### src/inc/dit_pkg.sv
/*
  Constants, opcode map, cycle counts, field positions and carrier types
  for the instruction decode and issue block.
  Assumes a 24-bit program word and one instruction cycle per mclk rising edge.
*/
`default_nettype none

package dit_pkg;

  // Word geometry
  localparam int OPC_LSB         = 16;
  localparam int OPC_W           = 8;

  // Opcode map; zero in the top byte means no-operation, except on the partner word of a two-word instruction
  localparam logic [7:0] OPC_NOP             = 8'h00;
  localparam logic [7:0] OPC_JUMP_INDIRECT   = 8'h01;
  localparam logic [7:0] OPC_CALL_ABS        = 8'h02;
  localparam logic [7:0] OPC_CALL_INDIRECT   = 8'h03;
  localparam logic [7:0] OPC_ABS_JUMP        = 8'h04;
  localparam logic [7:0] OPC_RETURN          = 8'h06;
  localparam logic [7:0] OPC_INTERRUPT_EXIT  = 8'h07;
  localparam logic [7:0] OPC_LOOP_SETUP      = 8'h08;
  localparam logic [7:0] OPC_REL_JUMP_ALWAYS = 8'h37;
  localparam logic [3:0] OPC_REL_JUMP_GROUP  = 4'h3;
  localparam logic [7:0] OPC_SKIP_BIT_CLR    = 8'ha6;
  localparam logic [7:0] OPC_SKIP_BIT_SET    = 8'ha7;
  localparam logic [7:0] OPC_TABLE_RD        = 8'hba;
  localparam logic [7:0] OPC_TABLE_WR        = 8'hbb;
  localparam logic [7:0] OPC_MOVE_DOUBLE     = 8'hbe;
  localparam logic [7:0] OPC_SKIP_CMP_EQ     = 8'he6;
  localparam logic [7:0] OPC_SKIP_CMP_NE     = 8'he7;

  // Instruction cycle counts
  localparam logic [1:0] CYC_ONE   = 2'h1;
  localparam logic [1:0] CYC_TWO   = 2'h2;
  localparam logic [1:0] CYC_THREE = 2'h3;

  // Operand field positions (LSB of each field)
  localparam int BIT_POS_LSB   = 12;
  localparam int FILE_LSB      = 0;
  localparam int LIT_LSB       = 4;
  localparam int LIT14_LSB     = 0;
  localparam int BYTE_MODE_BIT = 14;
  localparam int ACC_BIT       = 15;
  localparam int AWB_LSB       = 0;
  localparam int DEFAULT_WORKING_REGISTER_DEST_BIT = 13;
  localparam int BASE_LSB      = 11;
  localparam int SRC_LSB       = 0;
  localparam int DST_LSB       = 7;
  localparam int XPF_LSB       = 10;
  localparam int YPF_LSB       = 2;
  localparam int XD_LSB        = 8;
  localparam int YD_LSB        = 6;
  localparam int MUL_LSB       = 12;
  localparam int SQUARE_BIT    = 15;
  localparam int PADDR_LO_LSB  = 1;
  localparam int PADDR_HI_LSB  = 0;

  // Working register numbers
  localparam logic [3:0] REG_DEFAULT_WORKING_REGISTER      = 4'h0;
  localparam logic [3:0] REG_PF_BASE   = 4'h4;
  localparam logic [3:0] REG_X_LO      = 4'h8;
  localparam logic [3:0] REG_X_HI      = 4'h9;
  localparam logic [3:0] REG_Y_LO      = 4'ha;
  localparam logic [3:0] REG_Y_HI      = 4'hb;
  localparam logic [3:0] REG_INDEX     = 4'hc;
  localparam logic [3:0] REG_WRITEBACK = 4'hd;
  localparam logic [2:0] AWB_POST_INC  = 3'h2;

  typedef enum logic [3:0] {
    CLS_PLAIN       = 4'h0,
    CLS_NOP         = 4'h1,
    CLS_TWO_WORD    = 4'h2,
    CLS_COND_JUMP   = 4'h3,
    CLS_BRANCH      = 4'h4,
    CLS_TABLE       = 4'h5,
    CLS_RETURN      = 4'h6,
    CLS_MOVE_DOUBLE = 4'h7,
    CLS_SKIP        = 4'h8
  } dit_class_t;

  typedef enum logic [2:0] {
    ST_FETCH  = 3'h0,
    ST_SECOND = 3'h1,
    ST_STALL  = 3'h2,
    ST_SKIP   = 3'h3,
    ST_SKIP2  = 3'h4
  } dit_state_t;

  typedef struct packed {
    logic       enable;
    logic [3:0] addr_reg;
    logic       indexed;
    logic [3:0] post_mod;
    logic [3:0] dest_reg;
  } dit_prefetch_t;

  typedef struct packed {
    logic [3:0]    bit_position_field;
    logic [12:0]   file_addr;
    logic          lit1;
    logic [3:0]    lit4;
    logic [4:0]    lit5;
    logic [7:0]    lit8;
    logic [13:0]   lit14;
    logic [15:0]   lit16;
    logic [9:0]    unsigned_ten_bit_literal;
    logic [15:0]   signed_ten_bit_literal;
    logic [15:0]   slit6;
    logic [15:0]   slit16;
    logic [22:0]   program_address_literal;
    logic          acc_sel;
    logic          awb_en;
    logic          awb_indirect;
    logic [3:0]    accumulator_writeback_target;
    logic [2:0]    awb_post_inc;
    logic          file_to_default_working_register;
    logic [3:0]    default_working_register;
    logic [3:0]    base_working_register;
    logic [3:0]    src_reg;
    logic [3:0]    dst_reg;
    dit_prefetch_t x_prefetch_address;
    dit_prefetch_t y_prefetch_address;
    logic [3:0]    mul_a;
    logic [3:0]    mul_b;
    logic          mul_bad;
  } dit_operands_t;

  typedef struct packed {
    logic          valid;
    logic          nop;
    logic          write_en;
    logic [7:0]    opcode;
    logic [1:0]    cycle_index;
    logic [1:0]    cycles;
    logic          pc_change;
    logic          second_word_bad;
    dit_operands_t operands;
  } dit_issue_t;

endpackage

`default_nettype wire

### src/dit_decoder.sv
/*
  Instruction decode and issue sequencer: takes 24-bit program words from
  the fetch path, joins two-word instructions, decodes operand fields and
  issues one slot per instruction cycle, padding with no-operation slots.
  Assumes the fetch path holds fetch_word stable while fetch_valid is high
  and not taken, and that cond_true is the core's test result for the word
  being offered in the same cycle.
*/
`timescale 1ns/1ns
`default_nettype none

// What this block does
// - Two-word instruction uses 48 bits; second word's top eight bits are zero.
// - A lone second word decodes as a no-operation.
// - Plain one-word instruction without taken test or jump takes one cycle.
// - True test or program counter change takes two cycles, extra one empty; returns and skips over two words take three.
// - Branches, indirect jumps, table accesses and returns take two or three cycles.
// - Taken skip costs two cycles over one word, three over two words.
// - Double-word move takes two cycles.
// - Every two-word instruction executes in two cycles.
// - Each word is 24 bits, top byte is the opcode, rest operands.
// - Bit position field is four bits, selecting bit 0 to 15.
// - Direct file address spans zero to 0x1fff.
// - Unsigned literals are 1, 4, 5, 8, 14 and 16 bits wide.
// - Ten-bit unsigned literal limited to 0..255 in byte mode, 0..1023 otherwise.
// - Program address literal has its lowest bit forced to zero.
// - Signed 6, 10 and 16-bit literals are two's complement, sign-extended.
// - Accumulator selector picks exactly one of A or B.
// - Writeback goes to register 13 or its location, post-incremented by two.
// - File instructions naming the default register use register zero.
// - Base, source and destination fields select one of sixteen registers.
// - X prefetch via register 8 or 9, modifiers, 9 indexed by 12, or none.
// - Y prefetch via register 10 or 11, same modifiers, 11 indexed, or none.
// - Prefetch destinations are registers 4 through 7 only.
// - Multiply operands from registers 4..7: six pairs or one squared.

module dit_decoder (
  // Clock and reset
  input  wire logic         mclk,
  input  wire logic         sys_rst,
  // Fetch path
  input  wire logic         fetch_valid,
  input  wire logic [23:0]  fetch_word,
  output logic              fetch_ready,
  // Core condition result for the offered word
  input  wire logic         cond_true,
  // Issue slot towards execute
  output dit_pkg::dit_issue_t issue
);
  import dit_pkg::*;

  dit_state_t    state;
  logic [1:0]    extra;
  logic [23:0]   first_word;
  logic          take;
  logic [7:0]    cur_opc;
  dit_class_t    cur_class;
  logic [1:0]    cur_cycles;

  // Opcode to timing class; a zero top byte is a no-operation
  function automatic dit_class_t classify(input logic [7:0] opc);
    dit_class_t c;
    c = CLS_PLAIN;
    case (opc)
      OPC_NOP: c = CLS_NOP;
      OPC_CALL_ABS, OPC_ABS_JUMP, OPC_LOOP_SETUP: c = CLS_TWO_WORD;
      OPC_JUMP_INDIRECT, OPC_CALL_INDIRECT, OPC_REL_JUMP_ALWAYS: c = CLS_BRANCH;
      OPC_TABLE_RD, OPC_TABLE_WR: c = CLS_TABLE;
      OPC_RETURN, OPC_INTERRUPT_EXIT: c = CLS_RETURN;
      OPC_MOVE_DOUBLE: c = CLS_MOVE_DOUBLE;
      OPC_SKIP_BIT_CLR, OPC_SKIP_BIT_SET, OPC_SKIP_CMP_EQ, OPC_SKIP_CMP_NE: c = CLS_SKIP;
      default: begin
        if (opc[7:4] == OPC_REL_JUMP_GROUP) begin
          c = CLS_COND_JUMP;
        end
      end
    endcase
    return c;
  endfunction

  // Instruction cycles charged at issue; skips add one more over two words
  function automatic logic [1:0] instr_cycles(input dit_class_t c, input logic cond);
    logic [1:0] n;
    n = CYC_ONE;
    case (c)
      CLS_COND_JUMP, CLS_SKIP: n = cond ? CYC_TWO : CYC_ONE;
      CLS_BRANCH, CLS_TABLE: n = CYC_TWO;
      CLS_RETURN: n = CYC_THREE;
      CLS_MOVE_DOUBLE: n = CYC_TWO;
      CLS_TWO_WORD: n = CYC_TWO;
      default: n = CYC_ONE;
    endcase
    return n;
  endfunction

  // Program counter leaves its sequential path
  function automatic logic changes_pc(input dit_class_t c, input logic cond,
                                      input logic [7:0] opc);
    logic r;
    r = 1'b0;
    case (c)
      CLS_COND_JUMP: r = cond;
      CLS_BRANCH, CLS_RETURN: r = 1'b1;
      CLS_TWO_WORD: r = (opc != OPC_LOOP_SETUP);
      default: r = 1'b0;
    endcase
    return r;
  endfunction

  // Registers 4..7 from a two-bit selector
  function automatic logic [3:0] reg_4to7(input logic [1:0] sel);
    return REG_PF_BASE | {2'h0, sel};
  endfunction

  // Prefetch code: bit 3 picks the high register, low bits the modifier
  function automatic dit_prefetch_t decode_prefetch(input logic [3:0] code,
                                                    input logic [1:0] dsel,
                                                    input logic [3:0] lo,
                                                    input logic [3:0] hi);
    dit_prefetch_t p;
    p          = '0;
    p.enable   = 1'b1;
    p.addr_reg = code[3] ? hi : lo;
    p.dest_reg = reg_4to7(dsel);
    case (code[2:0])
      3'h0: p.post_mod = 4'h0;
      3'h1: p.post_mod = 4'h2;
      3'h2: p.post_mod = 4'h4;
      3'h3: p.post_mod = 4'h6;
      3'h5: p.post_mod = 4'ha;
      3'h6: p.post_mod = 4'hc;
      3'h7: p.post_mod = 4'he;
      default: begin
        // Code 4 on the low register means no prefetch at all
        p.post_mod = 4'h0;
        p.indexed  = code[3];
        p.enable   = code[3];
      end
    endcase
    return p;
  endfunction

  // Operand fields; every field is extracted, execute uses what it needs
  function automatic dit_operands_t decode_operands(input logic [23:0] w,
                                                    input logic [23:0] w2);
    dit_operands_t o;
    logic [9:0]    l10;
    logic [2:0]    mm;
    o   = '0;
    l10 = w[LIT_LSB +: 10];
    mm  = w[MUL_LSB +: 3];
    o.bit_position_field = w[BIT_POS_LSB +: 4];
    o.file_addr          = w[FILE_LSB +: 13];
    o.lit1               = w[LIT_LSB];
    o.lit4               = w[LIT_LSB +: 4];
    o.lit5               = w[LIT_LSB +: 5];
    o.lit8               = w[LIT_LSB +: 8];
    o.lit14              = w[LIT14_LSB +: 14];
    o.lit16              = w[LIT_LSB +: 16];
    // Byte mode keeps only the low eight bits of the ten-bit literal
    o.unsigned_ten_bit_literal = w[BYTE_MODE_BIT] ? {2'h0, l10[7:0]} : l10;
    o.signed_ten_bit_literal   = {{6{l10[9]}}, l10};
    o.slit6  = {{10{w[LIT_LSB + 5]}}, w[LIT_LSB +: 6]};
    o.slit16 = w[LIT_LSB +: 16];
    // Bit zero is forced low so odd program addresses cannot issue
    o.program_address_literal = {w2[PADDR_HI_LSB +: 7], w[PADDR_LO_LSB +: 15], 1'b0};
    o.acc_sel = w[ACC_BIT];
    case (w[AWB_LSB +: 2])
      2'h1: o.awb_en = 1'b1;
      2'h2: begin
        o.awb_en       = 1'b1;
        o.awb_indirect = 1'b1;
        o.awb_post_inc = AWB_POST_INC;
      end
      default: o.awb_en = 1'b0;
    endcase
    o.accumulator_writeback_target = REG_WRITEBACK;
    o.file_to_default_working_register             = ~w[DEFAULT_WORKING_REGISTER_DEST_BIT];
    o.default_working_register = REG_DEFAULT_WORKING_REGISTER;
    o.base_working_register    = w[BASE_LSB +: 4];
    o.src_reg                  = w[SRC_LSB +: 4];
    o.dst_reg                  = w[DST_LSB +: 4];
    o.x_prefetch_address = decode_prefetch(w[XPF_LSB +: 4], w[XD_LSB +: 2],
                                           REG_X_LO, REG_X_HI);
    o.y_prefetch_address = decode_prefetch(w[YPF_LSB +: 4], w[YD_LSB +: 2],
                                           REG_Y_LO, REG_Y_HI);
    // Squares use one register twice, otherwise one of six distinct pairs
    if (w[SQUARE_BIT]) begin
      o.mul_a = reg_4to7(mm[1:0]);
      o.mul_b = reg_4to7(mm[1:0]);
    end else begin
      case (mm)
        3'h0: begin o.mul_a = reg_4to7(2'h0); o.mul_b = reg_4to7(2'h1); end
        3'h1: begin o.mul_a = reg_4to7(2'h0); o.mul_b = reg_4to7(2'h2); end
        3'h2: begin o.mul_a = reg_4to7(2'h0); o.mul_b = reg_4to7(2'h3); end
        3'h3: begin o.mul_a = reg_4to7(2'h1); o.mul_b = reg_4to7(2'h2); end
        3'h4: begin o.mul_a = reg_4to7(2'h1); o.mul_b = reg_4to7(2'h3); end
        3'h5: begin o.mul_a = reg_4to7(2'h2); o.mul_b = reg_4to7(2'h3); end
        default: o.mul_bad = 1'b1;
      endcase
    end
    return o;
  endfunction

  // Offered word decode; fetch stalls only while padding slots issue
  assign cur_opc     = fetch_word[OPC_LSB +: OPC_W];
  assign cur_class   = classify(cur_opc);
  assign cur_cycles  = instr_cycles(cur_class, cond_true);
  assign fetch_ready = (state != ST_STALL);
  assign take        = fetch_valid & fetch_ready;

  // Sequencer state
  always_ff @(posedge mclk) begin
    if (sys_rst) begin
      state <= ST_FETCH;
    end else begin
      case (state)
        ST_FETCH: begin
          if (take) begin
            if (cur_class == CLS_TWO_WORD) begin
              state <= ST_SECOND;
            end else if (cur_class == CLS_SKIP && cond_true) begin
              state <= ST_SKIP;
            end else if (cur_cycles != CYC_ONE) begin
              state <= ST_STALL;
            end
          end
        end
        ST_SECOND: begin
          if (take) begin
            state <= ST_FETCH;
          end
        end
        ST_STALL: begin
          if (extra == CYC_ONE) begin
            state <= ST_FETCH;
          end
        end
        ST_SKIP: begin
          if (take) begin
            state <= (cur_class == CLS_TWO_WORD) ? ST_SKIP2 : ST_FETCH;
          end
        end
        ST_SKIP2: begin
          if (take) begin
            state <= ST_FETCH;
          end
        end
        default: state <= ST_FETCH;
      endcase
    end
  end

  // Padding slots still owed after the real slot
  always_ff @(posedge mclk) begin
    if (sys_rst) begin
      extra <= 2'h0;
    end else if (state == ST_FETCH && take) begin
      extra <= cur_cycles - CYC_ONE;
    end else if (state == ST_STALL) begin
      extra <= extra - CYC_ONE;
    end
  end

  // First half of a two-word instruction waits here for its partner
  always_ff @(posedge mclk) begin
    if (sys_rst) begin
      first_word <= 24'h0;
    end else if (state == ST_FETCH && take && cur_class == CLS_TWO_WORD) begin
      first_word <= fetch_word;
    end
  end

  // Issue slot; padding slots never carry a write enable
  always_ff @(posedge mclk) begin
    if (sys_rst) begin
      issue <= '0;
    end else begin
      issue <= '0;
      case (state)
        ST_FETCH: begin
          if (take && cur_class == CLS_TWO_WORD) begin
            issue.valid  <= 1'b1;
            issue.nop    <= 1'b1;
            issue.opcode <= cur_opc;
            issue.cycles <= CYC_TWO;
          end else if (take) begin
            issue.valid     <= 1'b1;
            issue.nop       <= (cur_class == CLS_NOP);
            issue.write_en  <= (cur_class != CLS_NOP);
            issue.opcode    <= cur_opc;
            issue.cycles    <= cur_cycles;
            issue.pc_change <= changes_pc(cur_class, cond_true, cur_opc);
            issue.operands  <= decode_operands(fetch_word, 24'h0);
          end
        end
        ST_SECOND: begin
          if (take) begin
            issue.valid           <= 1'b1;
            issue.write_en        <= 1'b1;
            issue.opcode          <= first_word[OPC_LSB +: OPC_W];
            issue.cycle_index     <= 2'h1;
            issue.cycles          <= CYC_TWO;
            issue.pc_change       <= changes_pc(CLS_TWO_WORD, 1'b0,
                                                first_word[OPC_LSB +: OPC_W]);
            // Partner word must carry a zero top byte
            issue.second_word_bad <= (cur_opc != OPC_NOP);
            issue.operands        <= decode_operands(first_word, fetch_word);
          end
        end
        ST_STALL: begin
          issue.valid       <= 1'b1;
          issue.nop         <= 1'b1;
          issue.opcode      <= issue.opcode;
          issue.cycle_index <= issue.cycle_index + 2'h1;
          issue.cycles      <= issue.cycles;
        end
        ST_SKIP: begin
          if (take) begin
            issue.valid       <= 1'b1;
            issue.nop         <= 1'b1;
            issue.opcode      <= cur_opc;
            issue.cycle_index <= 2'h1;
            issue.cycles      <= (cur_class == CLS_TWO_WORD) ? CYC_THREE : CYC_TWO;
          end
        end
        ST_SKIP2: begin
          if (take) begin
            issue.valid       <= 1'b1;
            issue.nop         <= 1'b1;
            issue.opcode      <= issue.opcode;
            issue.cycle_index <= 2'h2;
            issue.cycles      <= CYC_THREE;
          end
        end
        default: issue <= '0;
      endcase
    end
  end
endmodule

`default_nettype wire

### config.mk
export PLATFORM = sky130hd
export DESIGN_NAME = dit_decoder
export DESIGN_NICKNAME = d
export VERILOG_FILES = /design/src/inc/dit_pkg.sv /design/src/dit_decoder.sv
export SDC_FILE = /design/constraint.sdc
export NUM_CORES = 1
export LEC_CHECK = 0
export BUFFER_PORTS_ARGS = -buffer_cell sky130_fd_sc_hd__buf_4
export CORE_MARGIN = 2
export CORE_UTILIZATION = 29
export CTS_BUF_LIST = sky130_fd_sc_hd__clkbuf_16
export DETAILED_ROUTE_END_ITERATION = 8
export SLEW_MARGIN = 0
export SYNTH_ARGS = -nofsm -noshare
export SYNTH_HDL_FRONTEND = slang
export SYNTH_SLANG_ARGS = --single-unit
### constraint.sdc
create_clock -name mclk -period 6.1 [get_ports mclk]
set_clock_uncertainty 0.1 [all_clocks]
set_input_delay 1.22 -clock mclk [delete_from_list [all_inputs] [get_ports mclk]]
set_output_delay 1.22 -clock mclk [all_outputs]
set_load 0.03 [all_outputs]
# --- Word-level counts from Yosys, hierarchy flattened ---
# Index checks and enable logic that the tools add are counted.
word_totals:
  ff_bits: 256
  in_bits: 28
  out_inout_bits: 228
classes:
  addsub: 3
  eq_ne: 78
  n_mux: 71
  bitwise: 6
  reduce_logical: 35
op_table:
  columns: ["operator", "count"]
  rows:
  - ["2-to-1 mux 210 bit", 2]
  - ["case mux 210 bit (2 select lines)", 1]
  - ["2-to-1 mux 225 bit", 1]
  - ["case mux 4 bit (6 select lines)", 4]
  - ["case mux 7 bit (6 select lines)", 2]
  - ["== test 8 bit, second input constant", 7]
  - ["== test 3 bit, second input constant", 17]
  - ["== test 3 x 2 -> 1 bit, second input constant", 14]
  - ["case mux 8 bit (5 select lines)", 1]
  - ["case mux 4 bit (7 select lines)", 1]
  - ["OR reduction 7 bit", 4]
  - ["2-to-1 mux 3 bit", 9]
  - ["== test 8 x 3 -> 1 bit, second input constant", 3]
  - ["2-to-1 mux 1 bit", 24]
  - ["2-to-1 mux 12 bit", 2]
  - ["== test 3 x 1 -> 1 bit, second input constant", 7]
  - ["logical NOT 3 bit", 7]
  - ["2-to-1 mux 10 bit", 2]
  - ["2-to-1 mux 2 bit", 9]
  - ["== test 4 x 3 -> 1 bit, second input constant", 4]
  - ["== test 8 x 2 -> 1 bit, second input constant", 2]
  - ["inequality test 8 x 4 -> 1 bit, second input constant", 2]
  - ["OR reduction 2 bit", 8]
  - ["2-to-1 mux 7 bit", 2]
  - ["35 further kinds", 58]

# --- Depth between registers and ports, before layout ---
logic_depth:
  ltp_word: 12
  mapped_depth: 9
  mapped_depth_nobuf: 8

# --- Least setup slack after synthesis ---
# OpenSTA, ideal clock, no wires.
synth_path:
  path_type: "input to register"
  from: "input fetch_word[19]"
  to: "register extra[1]"
  setup_ns: 0.091
  t_arrival_ns: 2.603
  path_slack_ns: 3.306
  cell_stages: 8
  path_buffers: 1
  path_cell_list: "clkbuf_8 and2b_2 a32oi_1 o221ai_1 o22ai_1 ha_1 nor2_1 a311oi_1"
synth_between:
  elab_chain_cells: 8
  word_cells_on_any_way: 34
  cone_classes: "add/sub: 1; eq/ne: 22; mux: 3; reduce/logical: 8"
synth_rtl:
  columns: ["element", "line_no", "source"]
  rows:
  - ["start: declaration", "dit_decoder.sv:43", "input wire logic [23:0] fetch_word,"]
  - ["== test 8 bit (tied with other cells)", "dit_decoder.sv:64", "case (opc)"]
  - ["OR reduction 4 bit (tied with other cells)", null, null]
  - ["case mux 4 bit (7 select lines) (*)", "dit_decoder.sv:64", null]
  - ["== test 4 x 2 -> 1 bit (tied with other cells)", "dit_decoder.sv:85", "case (c)"]
  - ["OR reduction 4 bit (no source line) / OR reduction 2 bit (equally long branches)", null, null]
  - ["case mux 2 bit (3 select lines) (*)", "dit_decoder.sv:85", null]
  - ["subtractor 2 x 1 -> 2 bit (*)", "dit_decoder.sv:259", "extra <= cur_cycles - CYC_ONE;"]
  - ["2-to-1 mux 2 bit (*)", "dit_decoder.sv:258", "end else if (state == ST_FETCH && take) begin"]
  - ["end signal: assignment", "dit_decoder.sv:259", null]
  - ["end signal: assignment", "dit_decoder.sv:261", "extra <= extra - CYC_ONE;"]
  - ["end: declaration", "dit_decoder.sv:53", "logic [1:0] extra;"]
# Mark *: on every way between the ends. The rest lies on a longest branch, timed or not.
# A chain may end at the register's enable or synchronous reset.

# --- Worst setup path after layout ---
layout_path:
  from: "input fetch_valid"
  to: "register issue[30] in the netlist's numbering"
layout_between:
  elab_chain_cells: 4
  word_cells_on_any_way: 6
  cone_classes: "mux: 4; bitwise: 1; reduce/logical: 1"
layout_rtl:
  columns: ["element", "line_no", "source"]
  rows:
  - ["start: declaration", "dit_decoder.sv:42", "input wire logic fetch_valid,"]
  - ["AND 1 bit (*)", "dit_decoder.sv:210", "assign take = fetch_valid & fetch_ready;"]
  - ["2-to-1 mux 210 bit / logical AND 1 bit (equally long branches)", "dit_decoder.sv:287, dit_decoder.sv:282", null]
  - ["2-to-1 mux 210 bit", "dit_decoder.sv:282", "if (take && cur_class == CLS_TWO_WORD) begin"]
  - ["case mux 210 bit (2 select lines) (*)", "dit_decoder.sv:280", "case (state)"]
  - ["end: declaration", "dit_decoder.sv:48", "output dit_pkg::dit_issue_t issue"]
# Marks and branches as above.

==> flow_summary.toml <==
[status]
status = "complete, no violations"

[detailed_routing]
vias = 4117
wl_per_cell_um = 15.6
routed_wl_mm = 14.1
routed_via_density = 4.56
drt-pass1-iter-count = 6
drtAntennaViolNets = 0
drt_iter0_drc = 243
drc = 0

[worst_setup_path]
timing.critical_path.to_type = "flip-flop"
ff2ff_setup_slack_ns = 3.31
worstPathArrival_ns = 3.31
crit_required_ns = 6.25
cp-start-kind = "input pin"
path_class = "input pin to flip-flop"
r2r_cells = 5
r2r-start = "state[2]"
r2r-end = "issue[30]"
path_max_fanout = 22

[global_route]
grt.busiest_layer = "met2"
grt_antenna_before_repair = 0
grt-ovfl-total = 0
grtUsageMet1 = 0.183
grt_pass1_vias = 3548
use_met2 = 0.230
grt.total_usage = 0.143
grt_max_degree = 47
grt_pass1_wl_mm = 20.1
gr-usage-met3 = 0.0393

[power]
cellPowerDensity_nw_per_um2 = 259
leakagePower_nw = 2.82
ir_drop_uv = 156

[yosys]
synthCells = 598
synth.avg_cell_area_um2 = 8.56
syn-cell-area_um2 = 5120
ys_warn_count = 0
ys_ff_latch = 95
synth.top_cell.area_share = 0.372
synth-edff-count = 0
yosysSeqAreaShare = 0.372
dominantRegCellSynth = "dfxtp_1"
synth.most_common_cell = "buf_4"
synth_common_cells = "165 x buf_4, 95 x dfxtp_1, 65 x nand2_1"
yosysTopAreaCell = "dfxtp_1"
netlist_top_cells_area = "dfxtp_1 37%, buf_4 24%, nand2_1 4.8%, a21oi_1 3.7%, nor2_1 3.4%"
ys_async_sr_fraction = 0
ys_types = 64

[clocking]
cts_root_buf = "clkbuf_16"
ctsHoldBuffers = 0
clkSinkCount = 95
post_cts_buffers = 0
clkTransAtPathRegs_ns = 0.07
cts_resized = 0
htree_levels = 3
cts.path.max_buffers = 2
cts_buffers = 9
clkLatencyLatePin_ns = 0.35
cts_tree = "done"

[timing]
period_share = 0.519
max-slew-margin-rel = 0.260
rsz0062_at_grt = "false"
post-route-min-period_ns = 3.16
finalMaxSlewViolations = 0
tightestPinTransition_ns = 1.11
setup_viol = 0
fmax_mhz = 316
setup_tns_ns = 0
worst_slack_ns = 2.94
finalHoldViolCount = 0

[hold_path]
hp-class = "flip-flop to flip-flop"
hold_path_startpoint = "first_word[8]"
hold_path_end = "first_word[8]"
hold_depth = 2

[floorplan]
io_pins = 256
core_um2 = 17300
die_area_um2 = 18700
initial_core_util = 0.296
chipHeight_um = 137
rows = 48
die_w_um = 137

[layout]
area_delta_synth_final_pct = 20.2
multi_input_area_um2 = 1830
regArea_um2 = 1900
n_antenna_cell = 0
nets = 704
fillCellCount = 1790
fin_util = 0.356
drive_gt1_frac = 0.399

[place]
hpwl_mm = 10.2
gp_congestion = 0.805
dp_slack_ns = 2.57
numPortBuffers = 238

[flow_run]
drv_cap = 0
==> routing by layer <==
layer  wire length [um]  part of all wire
met1               6120              0.43
met2               6510              0.46
met3               1210             0.086
met4                257             0.018
met5                  0                 0
==> where the power goes <==
part	switching [W]	total, W	internal [W]
clock	0.000257	0.000580	0.000322
sequential	0.0000225	0.000663	0.000640
combinational	0.000233	0.000350	0.000117
==> stage by stage <==
stage	cells	hold WS, ns	area, um2	power [W]
final	902	0.361	6150	0.00159
after floorplan	614	0.337	5180	0.000958
after detailed placement	886	0.350	5850	0.00103
after global routing	902	0.387	6150	0.00166
after CTS	902	0.360	6150	0.00161
after global placement	886	0.344	5850	0.00103
==> critical path, cell delays in order <==
cell and delay, ns:
buf_4 0.13, nand2b_1 0.11, or3_1 0.42, nor2_2 0.84, nand2_1 0.25, o32ai_1 0.33
==> sequential cells by signal (all words and copies together) (netlist names) <==
signal / count
issue: 66
state: 3
extra: 2
first_word: 24
==> layout make-up <==
cell class / instances / area share
tap: 225 / 0.0458
sequential: 95 / 0.309
multi-input combinational: 319 / 0.298
clock buffer: 9 / 0.0366
timing repair buffer: 241 / 0.294
inverter: 6 / 0.00366
clock inverter: 7 / 0.0122
==> cell usage in the layout (no fill, tap or decap), types with 3 or more instances in the layout <==
cell | synthesis | final
buf_4 | 165 | 241
dfxtp_1 | 95 | 95
nand2_1 | 65 | 65
nor2_1 | 46 | 45
a21oi_1 | 38 | 38
conb_1 | 1 | 17
o21ai_0 | 16 | 16
a22oi_1 | 12 | 12
a22o_1 | 9 | 9
clkbuf_16 | 0 | 9
or3_1 | 8 | 8
and2_1 | 8 | 8
a222oi_1 | 8 | 8
nor3_1 | 7 | 7
inv_1 | 6 | 6
nand2b_1 | 6 | 6
o31ai_1 | 6 | 6
and3_1 | 6 | 6
nor2b_1 | 5 | 5
ha_1 | 4 | 4
xor2_1 | 3 | 3
nand3_1 | 3 | 3
o22ai_1 | 3 | 3
o22a_1 | 3 | 3
inv_6 | 0 | 3
==> kinds of logic after synthesis <==
| family | share of synthesized area |
|---|---|
| compound gates | 0.154 |
| xor+xnor | 0.00856 |
| fa+ha+maj | 0.00978 |
| buf+inv | 0.282 |
| flops | 0.372 |
| mux | 0.00391 |
| other cells | 0.000733 |
| simple gates | 0.169 |
==> worst max path at each step <==
stage          slack (ns)           start        end
6_report             2.94     fetch_valid  issue[30]
5_1_grt              2.73     fetch_valid  issue[30]
4_1_cts              2.95  fetch_word[18]  issue[30]
3_5_place_dp         2.57  fetch_word[18]  issue[30]
3_3_place_gp         2.68  fetch_word[18]  issue[30]
2_1_floorplan        3.31  fetch_word[19]   extra[1]
Note: power is estimated with default switching activity, not from simulation.
